$ cat src/core/sccbrg_pkg.sv
// Package: register map, field positions, reset values, timing constants
`default_nettype none
package sccbrg_pkg;
  // Register offsets on the plain register port
  localparam logic [1:0] ADDR_CLOCK_MODE = 2'h0;
  localparam logic [1:0] ADDR_DIV_LOW = 2'h1;
  localparam logic [1:0] ADDR_DIV_HIGH = 2'h2;
  localparam logic [1:0] ADDR_MISC = 2'h3;
  // Clock mode control field positions
  localparam int XTAL_BIT = 7;
  localparam int RXSEL_LSB = 5;
  localparam int TXSEL_LSB = 3;
  localparam int DIR_BIT = 2;
  localparam int OSRC_LSB = 0;
  // Misc control field positions
  localparam int GSRC_BIT = 1;
  localparam int GEN_BIT = 0;
  // Reset values
  localparam logic [7:0] CLOCK_MODE_RST = 8'h08;
  localparam logic [7:0] DIV_RST = 8'h00;
  localparam logic [7:0] MISC_RST = 8'h00;
  // Clock source selector codes
  localparam logic [1:0] SRC_SHARED = 2'h0;
  localparam logic [1:0] SRC_BIDIR = 2'h1;
  localparam logic [1:0] SRC_RATE = 2'h2;
  localparam logic [1:0] SRC_RECOV = 2'h3;
  // Output source codes
  localparam logic [1:0] OUT_XTAL = 2'h0;
  localparam logic [1:0] OUT_TXCLK = 2'h1;
  localparam logic [1:0] OUT_RATE = 2'h2;
  localparam logic [1:0] OUT_RECOV = 2'h3;
  // Enable takes effect after this many counts
  localparam logic [1:0] ENABLE_DELAY = 2'h2;
  // Oscillator settle time (software side)
  localparam int XTAL_SETTLE_MS = 20;
  localparam int CLOCK_MHZ = 50;
  localparam int XTAL_SETTLE_CYC = XTAL_SETTLE_MS * CLOCK_MHZ * 1000;
endpackage
`default_nettype wire

$ cat src/core/sccbrg_top.sv
// Clock selection, pin control and rate generator of one serial channel
//
// The address-and-strobe port and the register addresses were left to the implementer.
`default_nettype none
module sccbrg_top
  import sccbrg_pkg::*;
(
  // Clock and reset
  input wire logic clock,
  input wire logic sys_rst,
  // Register port
  input wire logic [1:0] reg_addr,
  input wire logic [7:0] reg_wdata,
  input wire logic reg_wr,
  input wire logic reg_rd,
  output logic [7:0] reg_rdata,
  // Shared clock pin and oscillator
  input wire logic shared_clock_pin,
  input wire logic xtal_osc_in,
  output logic xtal_amp_en,
  input wire logic sync_pin_in,
  output logic sync_internal,
  // Bidirectional clock pin
  input wire logic bidir_clk_in,
  output logic bidir_clk_out,
  output logic bidir_clk_oe_n,
  // Clock recovery inputs
  input wire logic recov_rx_clk,
  input wire logic recov_tx_clk,
  input wire logic fm_mode,
  // Selected clocks
  output logic rx_clk,
  output logic tx_clk,
  output logic rate_out
);
  import sccbrg_pkg::*;

  ////////////////////////////////////////////////////////////////////////////
  // Registers
  logic [7:0] clock_mode_control_r; // Clock mode control
  logic [7:0] rate_divisor_low_r; // Low reload byte
  logic [7:0] rate_divisor_high_r; // High reload byte
  logic [7:0] misc_control_register_r; // Source and enable bits
  logic gen_running_r; // Generator past its enable delay

  // Software writes; reset values give shared-pin rx, bidir tx
  always_ff @(posedge clock or posedge sys_rst) begin
    if (sys_rst) begin
      clock_mode_control_r <= CLOCK_MODE_RST;
      rate_divisor_low_r <= DIV_RST;
      rate_divisor_high_r <= DIV_RST;
      misc_control_register_r <= MISC_RST;
    end else if (reg_wr) begin
      unique case (reg_addr)
        ADDR_CLOCK_MODE: clock_mode_control_r <= reg_wdata;
        ADDR_DIV_LOW: rate_divisor_low_r <= reg_wdata;
        ADDR_DIV_HIGH: rate_divisor_high_r <= reg_wdata;
        ADDR_MISC: misc_control_register_r <= reg_wdata;
      endcase
    end
  end

  // Decoded fields
  logic xtal_sel;
  logic [1:0] rx_sel;
  logic [1:0] tx_sel;
  logic dir_out;
  logic [1:0] out_src;
  logic gen_src_bus;
  logic gen_enable;
  assign xtal_sel = clock_mode_control_r[XTAL_BIT];
  assign rx_sel = clock_mode_control_r[RXSEL_LSB +: 2];
  assign tx_sel = clock_mode_control_r[TXSEL_LSB +: 2];
  assign dir_out = clock_mode_control_r[DIR_BIT];
  assign out_src = clock_mode_control_r[OSRC_LSB +: 2];
  assign gen_src_bus = misc_control_register_r[GSRC_BIT];
  assign gen_enable = misc_control_register_r[GEN_BIT];

  // Readback: clock mode shows state; status word shows generator
  always_ff @(posedge clock or posedge sys_rst) begin
    if (sys_rst) begin
      reg_rdata <= 8'h00;
    end else if (reg_rd) begin
      unique case (reg_addr)
        ADDR_CLOCK_MODE: reg_rdata <= clock_mode_control_r;
        ADDR_DIV_LOW: reg_rdata <= rate_divisor_low_r;
        ADDR_DIV_HIGH: reg_rdata <= rate_divisor_high_r;
        ADDR_MISC: reg_rdata <= {5'h00, gen_running_r, gen_src_bus,
                                 gen_enable};
      endcase
    end else begin
      reg_rdata <= 8'h00;
    end
  end

  ////////////////////////////////////////////////////////////////////////////
  // Shared pin / oscillator source
  logic shared_src;
  // Oscillator output replaces the logic input when selected
  assign shared_src = xtal_sel ? xtal_osc_in : shared_clock_pin;

  // Amplifier enable and forced sync
  always_ff @(posedge clock or posedge sys_rst) begin
    if (sys_rst) begin
      xtal_amp_en <= 1'b0;
      sync_internal <= 1'b0;
    end else begin
      xtal_amp_en <= xtal_sel;
      sync_internal <= xtal_sel ? 1'b0 : sync_pin_in;
    end
  end

  ////////////////////////////////////////////////////////////////////////////
  // Rate generator: sampled edges of its source clock drive the count
  logic gen_src_r;
  logic gen_tick;
  // Bus clock source counts every cycle; pin source counts rising edges
  always_ff @(posedge clock or posedge sys_rst) begin
    if (sys_rst) begin
      gen_src_r <= 1'b0;
    end else begin
      gen_src_r <= shared_src;
    end
  end
  assign gen_tick = gen_src_bus ? 1'b1 : (shared_src & ~gen_src_r);

  logic [15:0] count_r;
  logic [1:0] arm_r; // Counts before enable is seen
  logic reloading_r;
  logic rate_q_r;

  // Enable arming: two counts before running, drop at once
  always_ff @(posedge clock or posedge sys_rst) begin
    if (sys_rst) begin
      arm_r <= 2'h0;
      gen_running_r <= 1'b0;
    end else if (!gen_enable) begin
      arm_r <= 2'h0;
      gen_running_r <= 1'b0;
    end else if (gen_tick && !gen_running_r) begin
      if (arm_r == ENABLE_DELAY - 2'h1) begin
        gen_running_r <= 1'b1;
      end
      arm_r <= arm_r + 2'h1;
    end
  end

  // Down counter: N..0, one reload cycle, repeat
  always_ff @(posedge clock or posedge sys_rst) begin
    if (sys_rst) begin
      count_r <= 16'h0000;
      reloading_r <= 1'b1;
    end else if (!gen_running_r) begin
      reloading_r <= 1'b1;
    end else if (gen_tick) begin
      if (reloading_r) begin
        // New divisor only picked up here
        count_r <= {rate_divisor_high_r, rate_divisor_low_r};
        reloading_r <= 1'b0;
      end else if (count_r == 16'h0000) begin
        reloading_r <= 1'b1;
      end else begin
        count_r <= count_r - 16'h0001;
      end
    end
  end

  // Output toggles at terminal count; divisor = f/(2*rate*factor)-2
  always_ff @(posedge clock or posedge sys_rst) begin
    if (sys_rst) begin
      rate_q_r <= 1'b0;
    end else if (gen_running_r && gen_tick && !reloading_r &&
                 count_r == 16'h0000) begin
      rate_q_r <= ~rate_q_r;
    end
  end

  ////////////////////////////////////////////////////////////////////////////
  // Clock multiplexers
  logic pin_used;
  logic tx_recov;
  logic pin_drive;
  logic rx_nxt;
  logic tx_nxt;
  assign pin_used = (rx_sel == SRC_BIDIR) || (tx_sel == SRC_BIDIR);
  // Transmitter gets lagged recovery clock only in FM
  assign tx_recov = fm_mode ? recov_tx_clk : recov_rx_clk;

  // Receive and transmit source selection
  always_comb begin
    unique case (rx_sel)
      SRC_SHARED: rx_nxt = shared_src;
      SRC_BIDIR: rx_nxt = bidir_clk_in;
      SRC_RATE: rx_nxt = rate_q_r;
      SRC_RECOV: rx_nxt = recov_rx_clk;
    endcase
    unique case (tx_sel)
      SRC_SHARED: tx_nxt = shared_src;
      SRC_BIDIR: tx_nxt = bidir_clk_in;
      SRC_RATE: tx_nxt = rate_q_r;
      SRC_RECOV: tx_nxt = tx_recov;
    endcase
  end

  // Pin output source; oscillator off means steady high
  always_comb begin
    unique case (out_src)
      OUT_XTAL: pin_drive = xtal_sel ? xtal_osc_in : 1'b1;
      OUT_TXCLK: pin_drive = tx_nxt;
      OUT_RATE: pin_drive = rate_q_r;
      OUT_RECOV: pin_drive = recov_rx_clk;
    endcase
  end

  // Registered outputs; register stage costs one cycle of latency
  always_ff @(posedge clock or posedge sys_rst) begin
    if (sys_rst) begin
      rx_clk <= 1'b0;
      tx_clk <= 1'b0;
      rate_out <= 1'b0;
      bidir_clk_out <= 1'b0;
      bidir_clk_oe_n <= 1'b1;
    end else begin
      rx_clk <= rx_nxt;
      tx_clk <= tx_nxt;
      rate_out <= rate_q_r;
      // Drive only when direction bit set and pin not a clock input
      bidir_clk_oe_n <= ~(dir_out & ~pin_used);
      bidir_clk_out <= (dir_out & ~pin_used) ? pin_drive : 1'b0;
    end
  end

  ////////////////////////////////////////////////////////////////////////////
  // Assertions
  property p_sync_forced;
    @(posedge clock) disable iff (sys_rst)
      xtal_sel |=> (sync_internal == 1'b0);
  endproperty
  a_sync_forced: assert property (p_sync_forced)
    else $error("sync not forced low in oscillator mode");

  property p_pin_input_when_used;
    @(posedge clock) disable iff (sys_rst)
      pin_used |=> bidir_clk_oe_n;
  endproperty
  a_pin_input_when_used: assert property (p_pin_input_when_used)
    else $error("bidirectional pin driven while used as input");

  property p_pin_dir;
    @(posedge clock) disable iff (sys_rst)
      (dir_out && !pin_used) |=> !bidir_clk_oe_n;
  endproperty
  a_pin_dir: assert property (p_pin_dir)
    else $error("bidirectional pin not driven");

  property p_xtal_high;
    @(posedge clock) disable iff (sys_rst)
      (dir_out && !pin_used && out_src == OUT_XTAL && !xtal_sel)
        |=> bidir_clk_out;
  endproperty
  a_xtal_high: assert property (p_xtal_high)
    else $error("pin not high with oscillator off");

  property p_rx_mux;
    @(posedge clock) disable iff (sys_rst)
      (rx_sel == SRC_RATE) |=> (rx_clk == $past(rate_q_r));
  endproperty
  a_rx_mux: assert property (p_rx_mux)
    else $error("receive clock not from rate generator");

  property p_tx_mux;
    @(posedge clock) disable iff (sys_rst)
      (tx_sel == SRC_BIDIR) |=> (tx_clk == $past(bidir_clk_in));
  endproperty
  a_tx_mux: assert property (p_tx_mux)
    else $error("transmit clock not from bidirectional pin");

  property p_disable_now;
    @(posedge clock) disable iff (sys_rst)
      !gen_enable |=> !gen_running_r ##1 $stable(rate_q_r);
  endproperty
  a_disable_now: assert property (p_disable_now)
    else $error("generator kept running after disable");

  property p_toggle_terminal;
    @(posedge clock) disable iff (sys_rst)
      $changed(rate_q_r) |-> $past(count_r) == 16'h0000;
  endproperty
  a_toggle_terminal: assert property (p_toggle_terminal)
    else $error("output toggled away from terminal count");

  property p_reload;
    @(posedge clock) disable iff (sys_rst)
      (gen_running_r && gen_tick && reloading_r) |=>
        count_r == {$past(rate_divisor_high_r), $past(rate_divisor_low_r)};
  endproperty
  a_reload: assert property (p_reload)
    else $error("counter not reloaded with divisor");

  property p_amp_follows;
    @(posedge clock) disable iff (sys_rst)
      1'b1 |=> (xtal_amp_en == $past(xtal_sel));
  endproperty
  a_amp_follows: assert property (p_amp_follows)
    else $error("amplifier enable does not follow crystal select");

  property p_tx_recov_lag;
    @(posedge clock) disable iff (sys_rst)
      (tx_sel == SRC_RECOV) |=>
        (tx_clk == $past(fm_mode ? recov_tx_clk : recov_rx_clk));
  endproperty
  a_tx_recov_lag: assert property (p_tx_recov_lag)
    else $error("transmit recovery clock wrong for mode");

  property p_pin_recov;
    @(posedge clock) disable iff (sys_rst)
      (dir_out && !pin_used && out_src == OUT_RECOV) |=>
        (bidir_clk_out == $past(recov_rx_clk));
  endproperty
  a_pin_recov: assert property (p_pin_recov)
    else $error("echoed recovery clock is not the receiver's");

  property p_pin_quiet;
    @(posedge clock) disable iff (sys_rst)
      !dir_out |=> (bidir_clk_oe_n && !bidir_clk_out);
  endproperty
  a_pin_quiet: assert property (p_pin_quiet)
    else $error("pin drive active while direction is input");

  property p_rx_shared;
    @(posedge clock) disable iff (sys_rst)
      (rx_sel == SRC_SHARED) |=> (rx_clk == $past(shared_src));
  endproperty
  a_rx_shared: assert property (p_rx_shared)
    else $error("receive clock not from shared pin");

  property p_count_down;
    @(posedge clock) disable iff (sys_rst)
      (gen_running_r && gen_tick && !reloading_r && count_r != 16'h0000)
        |=> (count_r == $past(count_r) - 16'h0001);
  endproperty
  a_count_down: assert property (p_count_down)
    else $error("counter did not step down by one");

  property p_arm_delay;
    @(posedge clock) disable iff (sys_rst)
      (gen_enable && !gen_running_r && arm_r == 2'h0) |=> !gen_running_r;
  endproperty
  a_arm_delay: assert property (p_arm_delay)
    else $error("generator started before two counts");

  property p_rate_out;
    @(posedge clock) disable iff (sys_rst)
      1'b1 |=> (rate_out == $past(rate_q_r));
  endproperty
  a_rate_out: assert property (p_rate_out)
    else $error("rate output does not follow toggle flip-flop");
endmodule
`default_nettype wire

$ cat config.mk
export PLATFORM = sky130hd
export DESIGN_NAME = sccbrg_top
export DESIGN_NICKNAME = d
export VERILOG_FILES = /design/src/core/sccbrg_pkg.sv /design/src/core/sccbrg_top.sv
export SDC_FILE = /design/constraint.sdc
export NUM_CORES = 1
export LEC_CHECK = 0
export BUFFER_PORTS_ARGS = -buffer_cell sky130_fd_sc_hd__buf_4
export CORE_MARGIN = 3
export CORE_UTILIZATION = 52
export CTS_BUF_LIST = sky130_fd_sc_hd__clkbuf_8 sky130_fd_sc_hd__clkbuf_16
export DETAILED_ROUTE_END_ITERATION = 8
export MAX_ROUTING_LAYER = met4
export PLACE_DENSITY = 0.75
export SETUP_SLACK_MARGIN = 0.1
export SLEW_MARGIN = 20
export SYNTH_ARGS = -nofsm -noshare
export SYNTH_HDL_FRONTEND = slang
export SYNTH_SLANG_ARGS = --single-unit
$ cat constraint.sdc
create_clock -name clock -period 2.1 [get_ports clock]
set_input_delay 0.42 -clock clock [delete_from_list [all_inputs] [get_ports clock]]
set_output_delay 0.42 -clock clock [all_outputs]
set_load 0.05 [all_outputs]
==> flow_summary_export.csv <==
group,metric,value,unit
cts,clk_latency,0.34,ns
worst_setup_path,r2r-end,"count_r[12]$_DFFE_PP0P_",
cts,cts_tree,"built",
layout,seq_area,0.00158,mm^2
timing,finalSetupViolCount,0,
worst_setup_path,end_kind,"flip-flop",
floorplan,fp.dieH,83.5,um
pwr,leakage,1.68,nW
pwr,vdd_drop_max,0.638,mV
synthesis,synth-seq-cells,63,
floorplan,die_w,83.5,um
worst_setup_path,worstPathArrival,2.15,ns
synthesis,synth.distinct_cells,54,
drt,dr.pass1.iters,4,
floorplan,io_pins,36,
synthesis,avgSynthCellArea,11.6,um^2
global_routing,antenna_found_initial,0,
worst_setup_path,reg2reg_from,"count_r[0]$_DFFE_PP0P_",
layout,n_fill_cell,421,
floorplan,core-area,0.00568,mm^2
cts,path_clk_slew,0.08,ns
drt,wl_per_cell,18.6,um
synthesis,synth_top_flop_cell,"dfrtp_1",
hold_path,hp-class,"input port to async pin",
layout,multi_input_area,0.00145,mm^2
global_routing,grt_first_pass_wirelength,12700,um
global_routing,grt_usage,23.7,%
job,cap_violations,0,
drt,vias,2426,
layout,nets,348,
cts,cts_buffers,9,
worst_setup_path,crit_end,"count_r[12]$_DFFE_PP0P_",
synthesis,synth-seq-area-share,50.6,%
drt,drt-vias-per-instance,6.03,
worst_setup_path,crit_start,"count_r[0]$_DFFE_PP0P_",
timing,min_period,1.92,ns
timing,fin_hold_ws,0.0828,ns
layout,layout-drive-gt1-share,37.9,%
drt,antenna_left,0,
synthesis,synthArstFlopShare,100,%
layout,final_cells,402,
synthesis,syn_area,0.00313,mm^2
timing,fmax,520,MHz
placement,place_inst,380,
worst_setup_path,ff2ff_path_depth,6,
worst_setup_path,worst-r2r-setup-slack,0.18,ns
timing,rsz0062_at_grt,"true",
timing,worst_pin_slew,0.499,ns
worst_setup_path,crit_type,"flip-flop to flip-flop",
cts,cts.sinks,63,
worst_setup_path,required,2.33,ns
synthesis,synth_edf_count,0,
layout,final_area,0.00385,mm^2
timing,finalClockSkew,0.00759,ns
synthesis,yosysWarnings,0,
placement,io_buffers,35,
placement,gp_congestion,0.918,
drt,drt-total-wl,7470,um
cts,cts_max_level,3,
floorplan,start_util,55.1,%
floorplan,rows,27,
global_routing,grt_pass1_vias,2541,
timing,timing.slew.headroom,66.6,%
cts,cts-root-buf,"clkbuf_8",
timing,hold_viol_final,0,
timing,finalSetupTns,0,ns
timing,min_period_over_period,91.6,%
placement,dp_hpwl,5470,um
timing,drv_slew,0,
floorplan,fp.dieArea,0.00698,mm^2
placement,placed_area,0.00357,mm^2
cts,clk_path_buf_depth,2,
global_routing,grt_max_degree,25,
layout,syn2layout_area_growth,23.3,%
pwr,powerDensity,1150,mW/mm^2
synthesis,synth_nets,292,
drt,drt_iter0_drc,227,
pwr,p_total,4.44,mW
worst_setup_path,cp_max_fo,4,
run_status,outcome,"finished, final reports clean",
global_routing,overflow,0,
worst_setup_path,cp-start-kind,"flip-flop",
drt,drc,0,
cts,hold_buffers,0,
synthesis,synth_cells,269,
layout,antenna_cells,0,
cells in the mapped netlist (5+ instances only):
library cell	count	area [um^2]
nand3b_1	7	52.6
and2_1	8	50.1
buf_2	5	25.0
dfrtp_1	60	1500
mux2_2	27	304
nor3_1	9	45.0
mux4_2	5	113
nand3_1	11	55.1
a21oi_1	8	40.0
nor2_1	7	26.3
mux2i_1	9	90.1
nand4_1	6	37.5
nand2_1	10	37.5
inv_1	13	48.8
clkbuf_1	8	30.0
o21ai_0	15	75.1
per-layer routing:
layer | vias to the layer above | global-route usage (%) | wire [um]
met5 | - | - | 0
met4 | 0 | 8.77 | 163
met3 | 16 | 5.13 | 433
met2 | 83 | 35.3 | 3630
met1 | 1203 | 32.3 | 3240
li1 | 1124 | - | -
how the worst min path moves through the flow:
stage | to | slack [ns] | cells after the start
after floorplan | rate_out$_DFF_PP0_ | 0.42 | 0
after global placement | rate_divisor_high_r[0]$_DFFE_PP0P_ | 0.47 | 2
after detailed placement | rate_divisor_high_r[0]$_DFFE_PP0P_ | 0.46 | 2
after CTS | rate_divisor_high_r[0]$_DFFE_PP0P_ | 0.1 | 2
after global routing | rate_divisor_high_r[0]$_DFFE_PP0P_ | 0.10 | 2
final | rate_divisor_high_r[0]$_DFFE_PP0P_ | 0.08 | 2
worst max-delay path, cell delays in order (launching register included):
cell     delay (ns)
dfrtp_2        0.45
inv_1          0.09
ha_2           0.22
nor3b_4        0.25
nand3_1        0.12
or4_1          0.40
a32o_1         0.28
cell families (layout without fill, tap and decap cells):
family	count (synthesis)	count (layout)	synth area share [%]
AND/OR/NAND/NOR	77	77	15.4
flip-flops	63	63	50.6
AO/OA/AOI/OAI	57	57	13.2
multiplexers	41	41	16.2
buffers and inverters	28	89	3.56
adder cells (fa/ha/maj)	2	2	0.801
XOR/XNOR	1	1	0.280
state kept, by name (all words and copies together), names as in the netlist:
signal and cells:
gen_running_r 1, sync_internal 1, reloading_r 1, bidir_clk_oe_n 1, rate_divisor_low_r 8, rate_q_r 1
misc_control_register_r 2, reg_rdata 8, count_r 16, rx_clk 1, bidir_clk_out 1, arm_r 2
rate_out 1, tx_clk 1, xtal_amp_en 1, rate_divisor_high_r 8, gen_src_r 1, clock_mode_control_r 8
report_power, final:
part,leakage (nW),switching (mW),internal [mW]
Combinational,0.810,0.764,0.653
Clock,0.106,0.480,0.659
Sequential,0.768,0.349,1.53
cell usage in the layout, fill, tap and decap left out, types with 5 or more instances in the layout:
cell type  instances
dfrtp_1           59
buf_4             57
mux2_2            27
o21ai_0           15
inv_1             13
nand3_1           11
nand2_1           10
nor3_1             9
mux2i_1            9
clkbuf_8           9
a21oi_1            8
and2_1             8
nor2_1             7
nand3b_1           7
nand4_1            6
mux4_2             5
final cells by class:
cell class	instances	area share, %
Sequential cell	63	41.0
Multi-Input combinational cell	178	37.7
Timing Repair Buffer	59	11.9
Clock buffer	9	3.21
Tap cell	72	2.34
Clock inverter	7	2.31
Inverter	14	1.46
repair_timing:
item / in CTS / in global routing
setup endpoints to repair: 0 / 13
endpoints found under the hold margin: 0 / 0
gates resized for setup: 0 / 8
buffers inserted: 0 / 6
metrics by stage:
stage	util, %	setup WS (ns)
after floorplan	-	0.115
after global placement	63.0	0.183
after detailed placement	63.0	0.0955
after CTS	66.7	0.112
after global routing	67.9	0.0742
final	67.9	0.177
(Power assumes the default switching activity.)
